$ cat src/pkg/pia_pkg.sv
// constants, carriers and register map of the power-unit interrupt aggregator
// assumes one internal clock; pins arrive asynchronous, internal events synchronous
package pia_pkg;

  // ****************************************************************
  // timing
  // ****************************************************************
  localparam int unsigned CLK_MHZ       = 125;
  localparam int unsigned HOLD_UNIT_US  = 1000;
  localparam int unsigned HOLD_UNIT_CYC = HOLD_UNIT_US * CLK_MHZ;
  localparam int unsigned ARM_STAGES    = 3;

  // ****************************************************************
  // register map (byte offsets on the internal register port)
  // ****************************************************************
  localparam logic [7:0] ADDR_STAT   = 8'h00;  // irq_group1_status .. irq_group4_status
  localparam logic [7:0] ADDR_MASK   = 8'h04;  // irq_source_mask, four groups
  localparam logic [7:0] ADDR_CTRL   = 8'h08;
  localparam logic [7:0] ADDR_RISE   = 8'h09;
  localparam logic [7:0] ADDR_FALL   = 8'h0A;
  localparam logic [7:0] RD_UNMAPPED = 8'hFF;

  localparam int unsigned CTRL_CLR_WRITE = 0;
  localparam int unsigned CTRL_POL_HIGH  = 1;
  localparam int unsigned CTRL_TICK_EN   = 2;
  localparam logic [2:0]  CTRL_RST       = 3'h0;
  localparam logic [7:0]  MASK_RST       = 8'h00;
  localparam logic [7:0]  RISE_RST       = 8'hFF;
  localparam logic [7:0]  FALL_RST       = 8'h00;

  // ****************************************************************
  // status bit positions
  // ****************************************************************
  localparam int unsigned B1_VSYS  = 6;
  localparam int unsigned B1_HOT   = 5;
  localparam int unsigned B1_PDN   = 4;
  localparam int unsigned B1_RPON  = 3;
  localparam int unsigned B1_LONG  = 2;
  localparam int unsigned B1_PBTN  = 1;
  localparam int unsigned B2_SHORT = 6;
  localparam int unsigned B2_RSTIN = 4;
  localparam int unsigned B2_WDOG  = 2;
  localparam int unsigned B2_TICK  = 1;
  localparam int unsigned B2_ALARM = 0;
  localparam int unsigned B3_USB   = 7;
  localparam int unsigned B3_DONE  = 2;
  localparam int unsigned B3_AUTO1 = 1;
  localparam int unsigned B3_AUTO0 = 0;

  // sources that wake only when unmasked, and those that always wake
  localparam logic [7:0] ONREQ_G2     = 8'h43;
  localparam logic [7:0] ONREQ_G3     = 8'h87;
  localparam logic [7:0] ONREQ_G4     = 8'hFF;
  localparam logic [7:0] ALWAYS_G1    = 8'h0A;

  // ****************************************************************
  // carriers
  // ****************************************************************
  localparam int unsigned PIN_N = 13;
  localparam int unsigned EV_N  = 9;
  localparam int unsigned P_PDN = 0;
  localparam int unsigned P_RPON = 1;
  localparam int unsigned P_PBTN = 2;
  localparam int unsigned P_RSTIN = 3;
  localparam int unsigned P_USB = 4;
  localparam int unsigned P_GPIO = 5;
  localparam int unsigned E_VSYS = 0;
  localparam int unsigned E_HOT = 1;
  localparam int unsigned E_SHORT = 2;
  localparam int unsigned E_WDOG = 3;
  localparam int unsigned E_TICK = 4;
  localparam int unsigned E_ALARM = 5;
  localparam int unsigned E_DONE = 6;
  localparam int unsigned E_AUTO1 = 7;
  localparam int unsigned E_AUTO0 = 8;

  typedef struct packed {
    logic [7:0] gpio;
    logic       usb_present;
    logic       reset_in;
    logic       power_button;
    logic       remote_power_on_pin;
    logic       power_down_pin;
  } pia_pins_type;

  typedef struct packed {
    logic converter_auto_ch0;
    logic converter_auto_ch1;
    logic converter_sw_done;
    logic alarm;
    logic tick;
    logic watchdog_expiry;
    logic out_short;
    logic overtemp_warning;
    logic supply_voltage_monitor;
  } pia_events_type;

  typedef struct packed {
    logic       valid;
    logic       write;
    logic       port_vs;
    logic [7:0] addr;
    logic [7:0] wdata;
  } pia_req_type;

  typedef enum logic [1:0] {
    PWR_OFF    = 2'b00,
    PWR_SLEEP  = 2'b01,
    PWR_ACTIVE = 2'b10
  } pia_pwr_type;

endpackage : pia_pkg

$ cat src/rtl/pia_aggregator.sv
// interrupt aggregator: 23 sources into four status groups, one host line
// assumes the serial front end hands over decoded one-cycle register requests
//
// How it works
// - supply monitor, both edges, group1 bit6
// - overtemp both edges, bit5, not when off
// - power-down pin both edges, group1 bit4
// - remote-on pin falling while on, bit3, always wakes
// - button held past delay sets bit2
// - button falling while on, bit1, always wakes
// - output short rising, group2 bit6, wakes unmasked
// - reset-in pin rising sets group2 bit4
// - watchdog expiry rising sets group2 bit2
// - tick rising bit1, off by default, wakes
// - alarm rising sets group2 bit0, wakes
// - usb present both edges, group3 bit7
// - conversion done sets group3 bit2, wakes
// - auto channel1 threshold sets group3 bit1
// - auto channel0 threshold sets group3 bit0
// - gpio selected edges set group4 bits
// - strap picks two-wire or four-wire ports
// - voltage-scaling port cannot reach these registers in two-wire mode
// - unmasked pending bits ORed onto line
// - masked source never updates its bit
// - clear-on-read clears whole group
// - clear-on-write clears written ones
module pia_aggregator #(
  parameter int unsigned HOLD_UNIT_CYC = pia_pkg::HOLD_UNIT_CYC
) (
  input  wire logic                    mclk_i,
  input  wire logic                    srst_i,
  input  wire pia_pkg::pia_pins_type   pins_i,
  input  wire pia_pkg::pia_events_type events_i,
  input  wire pia_pkg::pia_pwr_type    pwr_state_i,
  input  wire logic                    two_wire_i,
  input  wire logic [7:0]              long_hold_delay_i,
  input  wire pia_pkg::pia_req_type    req_i,
  output logic [7:0]                   rd_data_o,
  output logic                         ack_o,
  output logic                         irq_line_o,
  output logic                         on_req_o
);

  // ****************************************************************
  // state
  // ****************************************************************
  logic [pia_pkg::PIN_N-1:0]      pin_raw;
  logic [pia_pkg::PIN_N-1:0]      meta_q, meta_d, sync_q, sync_d, prev_q, prev_d;
  logic [pia_pkg::EV_N-1:0]       ev_raw, evprev_q, evprev_d;
  logic [pia_pkg::ARM_STAGES-1:0] arm_q, arm_d;
  logic [16:0]                    ms_cnt_q, ms_cnt_d;
  logic [7:0]                     hold_cnt_q, hold_cnt_d;
  logic                           hold_fired_q, hold_fired_d;
  logic [3:0][7:0]                status_q, status_d, mask_q, mask_d;
  logic [2:0]                     ctrl_q, ctrl_d;
  logic [7:0]                     rise_en_q, rise_en_d, fall_en_q, fall_en_d;
  logic [7:0]                     rdata_q, rdata_d;
  logic                           ack_q, ack_d, line_q, line_d, onreq_q, onreq_d;

  logic [pia_pkg::PIN_N-1:0] pin_rise, pin_fall;
  logic [pia_pkg::EV_N-1:0]  ev_rise, ev_fall;
  logic [3:0][7:0]           evt, set_v, clr_v;
  logic                      armed, on_state, ms_tick, hold_ev, acc_ok, pend_any;
  logic [3:0]                rd_hit, wr_hit;

  assign pin_raw  = pins_i;
  assign ev_raw   = events_i;
  assign armed    = arm_q[pia_pkg::ARM_STAGES-1];
  assign on_state = (pwr_state_i != pia_pkg::PWR_OFF);

  // ****************************************************************
  // edge detection
  // ****************************************************************
  // pin edges from second sync stage, event edges from the raw event inputs
  assign pin_rise = sync_q & ~prev_q;
  assign pin_fall = ~sync_q & prev_q;
  assign ev_rise  = ev_raw & ~evprev_q;
  assign ev_fall  = ~ev_raw & evprev_q;
  assign ms_tick  = (ms_cnt_q == 17'(HOLD_UNIT_CYC - 1));

  // ****************************************************************
  // source events per group
  // ****************************************************************
  always_comb begin
    evt = '0;
    evt[0][pia_pkg::B1_VSYS] = ev_rise[pia_pkg::E_VSYS] | ev_fall[pia_pkg::E_VSYS];
    evt[0][pia_pkg::B1_HOT] = (ev_rise[pia_pkg::E_HOT] | ev_fall[pia_pkg::E_HOT]) & on_state;
    evt[0][pia_pkg::B1_PDN] = pin_rise[pia_pkg::P_PDN] | pin_fall[pia_pkg::P_PDN];
    evt[0][pia_pkg::B1_RPON] = pin_fall[pia_pkg::P_RPON] & on_state;
    evt[0][pia_pkg::B1_LONG] = hold_ev;
    evt[0][pia_pkg::B1_PBTN] = pin_fall[pia_pkg::P_PBTN] & on_state;
    evt[1][pia_pkg::B2_SHORT] = ev_rise[pia_pkg::E_SHORT];
    evt[1][pia_pkg::B2_RSTIN] = pin_rise[pia_pkg::P_RSTIN];
    evt[1][pia_pkg::B2_WDOG] = ev_rise[pia_pkg::E_WDOG];
    // tick only when enabled, any power state
    evt[1][pia_pkg::B2_TICK] = ev_rise[pia_pkg::E_TICK] & ctrl_q[pia_pkg::CTRL_TICK_EN];
    evt[1][pia_pkg::B2_ALARM] = ev_rise[pia_pkg::E_ALARM];
    // usb present, stays live when off
    evt[2][pia_pkg::B3_USB] = pin_rise[pia_pkg::P_USB] | pin_fall[pia_pkg::P_USB];
    evt[2][pia_pkg::B3_DONE] = ev_rise[pia_pkg::E_DONE];
    evt[2][pia_pkg::B3_AUTO1] = ev_rise[pia_pkg::E_AUTO1];
    evt[2][pia_pkg::B3_AUTO0] = ev_rise[pia_pkg::E_AUTO0];
    evt[3] = (pin_rise[pia_pkg::P_GPIO +: 8] & rise_en_q) |
             (pin_fall[pia_pkg::P_GPIO +: 8] & fall_en_q);
    // pins settle through the synchroniser before edges count
    if (!armed) begin
      evt = '0;
    end
  end

  // ****************************************************************
  // register access decode
  // ****************************************************************
  always_comb begin
    // vs port blocked in two-wire mode
    acc_ok = req_i.valid && !(two_wire_i && req_i.port_vs);
    rd_hit = '0;
    wr_hit = '0;
    for (int g = 0; g < 4; g++) begin
      if (acc_ok && req_i.addr == pia_pkg::ADDR_STAT + 8'(g)) begin
        rd_hit[g] = !req_i.write;
        wr_hit[g] = req_i.write;
      end
    end
  end

  // ****************************************************************
  // status, masks and line
  // ****************************************************************
  always_comb begin
    pend_any = 1'h0;
    for (int g = 0; g < 4; g++) begin
      set_v[g] = evt[g] & ~mask_q[g];
      clr_v[g] = 8'h00;
      if (rd_hit[g] && !ctrl_q[pia_pkg::CTRL_CLR_WRITE]) begin
        clr_v[g] = 8'hFF;
      end
      if (wr_hit[g] && ctrl_q[pia_pkg::CTRL_CLR_WRITE]) begin
        clr_v[g] = req_i.wdata;
      end
      status_d[g] = (status_q[g] & ~clr_v[g]) | set_v[g];
      pend_any    = pend_any | (|(status_q[g] & ~mask_q[g]));
    end
    line_d  = ctrl_q[pia_pkg::CTRL_POL_HIGH] ? pend_any : !pend_any;
    onreq_d = (|(status_q[0] & pia_pkg::ALWAYS_G1)) |
              (|(status_q[1] & ~mask_q[1] & pia_pkg::ONREQ_G2)) |
              (|(status_q[2] & ~mask_q[2] & pia_pkg::ONREQ_G3)) |
              (|(status_q[3] & ~mask_q[3] & pia_pkg::ONREQ_G4));
  end

  // ****************************************************************
  // configuration registers and read path
  // ****************************************************************
  always_comb begin
    mask_d    = mask_q;
    ctrl_d    = ctrl_q;
    rise_en_d = rise_en_q;
    fall_en_d = fall_en_q;
    rdata_d   = rdata_q;
    ack_d     = req_i.valid;
    if (acc_ok && req_i.write) begin
      if (req_i.addr >= pia_pkg::ADDR_MASK && req_i.addr < pia_pkg::ADDR_CTRL) begin
        mask_d[req_i.addr[1:0]] = req_i.wdata;
      end else if (req_i.addr == pia_pkg::ADDR_CTRL) begin
        ctrl_d = req_i.wdata[2:0];
      end else if (req_i.addr == pia_pkg::ADDR_RISE) begin
        rise_en_d = req_i.wdata;
      end else if (req_i.addr == pia_pkg::ADDR_FALL) begin
        fall_en_d = req_i.wdata;
      end
    end
    if (req_i.valid && !req_i.write) begin
      if (!acc_ok) begin
        rdata_d = pia_pkg::RD_UNMAPPED;
      end else if (req_i.addr < pia_pkg::ADDR_MASK) begin
        rdata_d = status_q[req_i.addr[1:0]];
      end else if (req_i.addr < pia_pkg::ADDR_CTRL) begin
        rdata_d = mask_q[req_i.addr[1:0]];
      end else if (req_i.addr == pia_pkg::ADDR_CTRL) begin
        rdata_d = {5'h00, ctrl_q};
      end else if (req_i.addr == pia_pkg::ADDR_RISE) begin
        rdata_d = rise_en_q;
      end else if (req_i.addr == pia_pkg::ADDR_FALL) begin
        rdata_d = fall_en_q;
      end else begin
        rdata_d = pia_pkg::RD_UNMAPPED;
      end
    end
  end

  // ****************************************************************
  // synchroniser, millisecond divider, long hold
  // ****************************************************************
  always_comb begin
    meta_d       = pin_raw;
    sync_d       = meta_q;
    prev_d       = sync_q;
    evprev_d     = ev_raw;
    arm_d        = {arm_q[pia_pkg::ARM_STAGES-2:0], 1'h1};
    ms_cnt_d     = ms_tick ? 17'h00000 : ms_cnt_q + 17'h00001;
    hold_cnt_d   = hold_cnt_q;
    hold_fired_d = hold_fired_q;
    hold_ev      = 1'h0;
    // count whole units while held low
    if (sync_q[pia_pkg::P_PBTN]) begin
      hold_cnt_d   = 8'h00;
      hold_fired_d = 1'h0;
    end else if (ms_tick && !hold_fired_q) begin
      if (hold_cnt_q == long_hold_delay_i) begin
        hold_ev      = 1'h1;
        hold_fired_d = 1'h1;
      end else begin
        hold_cnt_d = hold_cnt_q + 8'h01;
      end
    end
  end

  always_ff @(posedge mclk_i) begin
    if (srst_i) begin
      meta_q       <= '0;
      sync_q       <= '0;
      prev_q       <= '0;
      evprev_q     <= '0;
      arm_q        <= '0;
      ms_cnt_q     <= 17'h00000;
      hold_cnt_q   <= 8'h00;
      hold_fired_q <= 1'h0;
      status_q     <= '0;
      mask_q       <= {4{pia_pkg::MASK_RST}};
      ctrl_q       <= pia_pkg::CTRL_RST;
      rise_en_q    <= pia_pkg::RISE_RST;
      fall_en_q    <= pia_pkg::FALL_RST;
      rdata_q      <= 8'h00;
      ack_q        <= 1'h0;
      line_q       <= 1'h1;
      onreq_q      <= 1'h0;
    end else begin
      meta_q       <= meta_d;
      sync_q       <= sync_d;
      prev_q       <= prev_d;
      evprev_q     <= evprev_d;
      arm_q        <= arm_d;
      ms_cnt_q     <= ms_cnt_d;
      hold_cnt_q   <= hold_cnt_d;
      hold_fired_q <= hold_fired_d;
      status_q     <= status_d;
      mask_q       <= mask_d;
      ctrl_q       <= ctrl_d;
      rise_en_q    <= rise_en_d;
      fall_en_q    <= fall_en_d;
      rdata_q      <= rdata_d;
      ack_q        <= ack_d;
      line_q       <= line_d;
      onreq_q      <= onreq_d;
    end
  end

  // host clears by repeated passes over the groups
  assign rd_data_o  = rdata_q;
  assign ack_o      = ack_q;
  assign irq_line_o = line_q;
  assign on_req_o   = onreq_q;
endmodule : pia_aggregator

$ cat config.mk
export PLATFORM = sky130hd
export DESIGN_NAME = pia_aggregator
export DESIGN_NICKNAME = d
export VERILOG_FILES = /design/src/pkg/pia_pkg.sv /design/src/rtl/pia_aggregator.sv
export SDC_FILE = /design/constraint.sdc
export NUM_CORES = 1
export LEC_CHECK = 0
export BUFFER_PORTS_ARGS = -buffer_cell sky130_fd_sc_hd__buf_2
export CAP_MARGIN = 10
export CORE_ASPECT_RATIO = 1.4
export CORE_UTILIZATION = 40
export DETAILED_ROUTE_END_ITERATION = 10
export SLEW_MARGIN = 20
export SYNTH_ARGS = -nofsm -noshare
export SYNTH_HDL_FRONTEND = slang
export SYNTH_SLANG_ARGS = --single-unit
$ cat constraint.sdc
create_clock -name mclk_i -period 2.1 [get_ports mclk_i]
set_input_delay 0 -clock mclk_i [delete_from_list [all_inputs] [get_ports mclk_i]]
set_output_delay 0 -clock mclk_i [all_outputs]
set_load 0.1 [all_outputs]
==> impl_metrics.json <==
{
  "wire_per_inst_um": 17.15,
  "worst_ir_drop_vdd_uv": 573.4,
  "clk_path_buf_depth": 2,
  "ys.flop_type": "dfxtp_1",
  "final_cell_mix": "dfxtp_1, nand2_1, nor2_1, buf_2, nor2b_1",
  "cts.clk_slew.worst_paths_ns": 0.06,
  "rsz0062_at_grt": "false",
  "avgSynthCellArea_um2": 9.025,
  "slew_violations": 0,
  "synthAdderAreaFrac": 0.003453,
  "synth_top_cell_area_share": 0.4724,
  "endpoint_kind": "register",
  "ys_warn_count": 0,
  "dp.cells": 1094,
  "ant_nets": 0,
  "yosysSeqAreaShare": 0.4724,
  "wl_um": 19900,
  "post_cts_buffers": 0,
  "ff2ff_path_depth": 5,
  "holdPathStages": 5,
  "p_seq_frac": 0.469,
  "grt_use_total": 0.2289,
  "synth_compound_area_frac": 0.1089,
  "hold_class": "input port to register",
  "nFillCells": 1693,
  "synth-simple-area-share": 0.2327,
  "path_class": "input port to register",
  "layout_commonest_cell": "dfxtp_1",
  "crit_fanout": 12,
  "worst_slew_pin_slew_ns": 0.7225,
  "worstPathRequired_ns": 2.41,
  "viasPerCell": 5.213,
  "finalWorstSetupSlack_ns": 0.1640,
  "fmax_mhz": 516.5,
  "placed_area_um2": 7916,
  "outcome": "complete, no violations",
  "ys_types": 51,
  "initial_core_util": 0.4131,
  "min_period_ns": 1.936,
  "fin_setup_tns_ns": 0,
  "synth_area_um2": 7247,
  "finalNonFillerCells": 1160,
  "area_growth_syn_to_layout_pct": 22.34,
  "reg2reg_slack_ns": 0.18,
  "drc": 0,
  "cts_buffers": 17,
  "design_area_um2": 8866,
  "io_buffer_count": 64,
  "cp.arrival_ns": 2.25,
  "core_area_um2": 17540,
  "drt_iter0_markers": 323,
  "h-tree-depth": 4,
  "dp_hpwl_um": 14410,
  "cts.sinks": 171,
  "synth_nets": 859,
  "ios": 65,
  "synth-async-reset-ratio": 0,
  "startpoint_type": "input port",
  "p_switching_mw": 1.747,
  "hold_viol": 0,
  "clock_latency_ns": 0.43,
  "die_w_um": 115.8,
  "crit-reg2reg-launch": "ctrl_q[0]",
  "gp_congestion": 0.9035,
  "p_comb_frac": 0.082,
  "cts_root_buffer": "clkbuf_16",
  "power_frac_clock": 0.449,
  "synth-edff-count": 0,
  "synth_top_area_cell": "dfxtp_1",
  "antenna_found_initial": 0,
  "power_density_nw_per_um2": 806.2,
  "hp-start": "req_i[17]",
  "diodes": 0,
  "grt_pass1_vias": 6011,
  "die_h_um": 161.3,
  "p_int_mw": 5.400,
  "maxCapViolations": 0,
  "period_share": 0.9219,
  "row_count": 57,
  "min_to": "rd_data_o[3]",
  "grt.overflow.total": 0,
  "p_sw_frac": 0.2445,
  "layout-drive-gt1-share": 0.1753,
  "synth-xor-area-share": 0.03867,
  "synth_top_family_by_area": "simple AND/OR/NAND/NOR gates",
  "final_nets": 967,
  "grt_pass1_wl_um": 31940,
  "cts_tree": "done",
  "fin_skew_ns": 0.008509,
  "vias": 6047,
  "drt-pass1-iter-count": 5,
  "grt_max_degree": 53,
  "synthMuxAreaShare": 0.09030,
  "setup_viol": 0,
  "synth_area_leaders": "dfxtp_1, mux4_2, nor2b_1, nand2_1, nor2_1",
  "r2r-end": "status_q[16]",
  "p_leak_nw": 3.405,
  "syn_inst": 803,
  "ys_ff_latch": 171,
  "die_area_um2": 18670,
  "slew-limit-headroom": 0.5183,
  "place_ws_ns": 0.1327
}
## cells in the mapped netlist (all sizes together) (18+ instances only)
| library cell | count |
|---|---|
| nor2 | 84 |
| clkbuf | 26 |
| o21ai | 34 |
| mux2i | 26 |
| a21oi | 31 |
| nand2 | 88 |
| nand3 | 47 |
| xor2 | 23 |
| nor2b | 57 |
| buf | 18 |
| dfxtp | 171 |
| inv | 47 |
## worst max-delay path: stages
cell,delay [ns]
buf_2,0.35
buf_4,0.28
buf_4,0.21
nor2b_1,0.34
buf_4,0.24
nand3_1,0.09
nand3_1,0.10
nand2_1,0.06
dlygate4sd3_1,0.56
## flip-flops by register name (all words and copies together), names as in the netlist, 8 cells and up
name        flops
ms_cnt_q       17
fall_en_q       8
evprev_q        9
status_q       32
rd_data_o       8
meta_q         13
prev_q         13
hold_cnt_q      8
mask_q         32
prev_d         13
rise_en_q       8
## layout make-up
| cell class | instances | area (µm²) | area share |
|---|---|---|---|
| multi-input cells | 541 | 3445 | 0.3885 |
| clock inverters | 13 | 167.7 | 0.01891 |
| inverters | 47 | 176.4 | 0.01990 |
| well taps | 236 | 295.3 | 0.03331 |
| repair buffers | 133 | 925.9 | 0.1044 |
| clock buffers | 19 | 432.9 | 0.04883 |
| flip-flops and latches | 171 | 3423 | 0.3861 |
## timing repair
action | 4_1_cts | 5_1_grt
hold endpoints to repair | 75 | 0
hold buffers | 34 | 0
setup endpoints to repair | 0 | 1
gates resized for setup | 0 | 2
## routing by layer
metal / track usage / vias to the layer above / wire (µm)
li1: - / 2974 / -
met1: 0.2664 / 2850 / 8102
met3: 0.04165 / 48 / 854
met5: 0 / - / 0
met4: 0.1474 / 0 / 1037
met2: 0.3815 / 175 / 9903
## power groups by stage
stage / registers (mW) / clock network, mW / logic, mW
floorplan: 3.53 / 0 / 0.244
global placement: 3.42 / 0 / 0.539
detailed placement: 3.42 / 0 / 0.539
CTS: 3.35 / 3.28 / 0.588
global route: 3.36 / 3.43 / 0.631
finish: 3.35 / 3.21 / 0.589
## kinds of logic (layout without fill, tap and decap cells)
logic type / count (synthesis) / in the layout
simple gates: 336 / 336
flops: 171 / 171
compound gates: 126 / 126
buf+inv: 91 / 212
mux: 45 / 45
xor+xnor: 32 / 32
fa+ha+maj: 2 / 2
## stage by stage
| step | power, mW | hold slack (ns) | util |
|---|---|---|---|
| after floorplan | 3.777 | 0.1063 | - |
| after global placement | 3.960 | 0.2121 | 0.4512 |
| after detailed placement | 3.962 | 0.2098 | 0.4512 |
| after CTS | 7.220 | 0.07932 | 0.5049 |
| after global routing | 7.413 | 0.09982 | 0.5053 |
| final | 7.147 | 0.1057 | 0.5053 |
## worst max path at each step
stage           startpoint  slack [ns]            end  cells past startpoint
3_5_place_dp     req_i[15]        0.13   status_q[11]                      6
6_report          req_i[8]        0.16   status_q[14]                      9
3_3_place_gp     req_i[15]        0.22   status_q[12]                      7
2_1_floorplan  ms_cnt_q[0]        0.34  hold_cnt_q[6]                      7
4_1_cts          ctrl_q[0]        0.05   status_q[14]                      5
5_1_grt           req_i[8]        0.05   status_q[14]                      9
(Power assumes the default switching activity.)
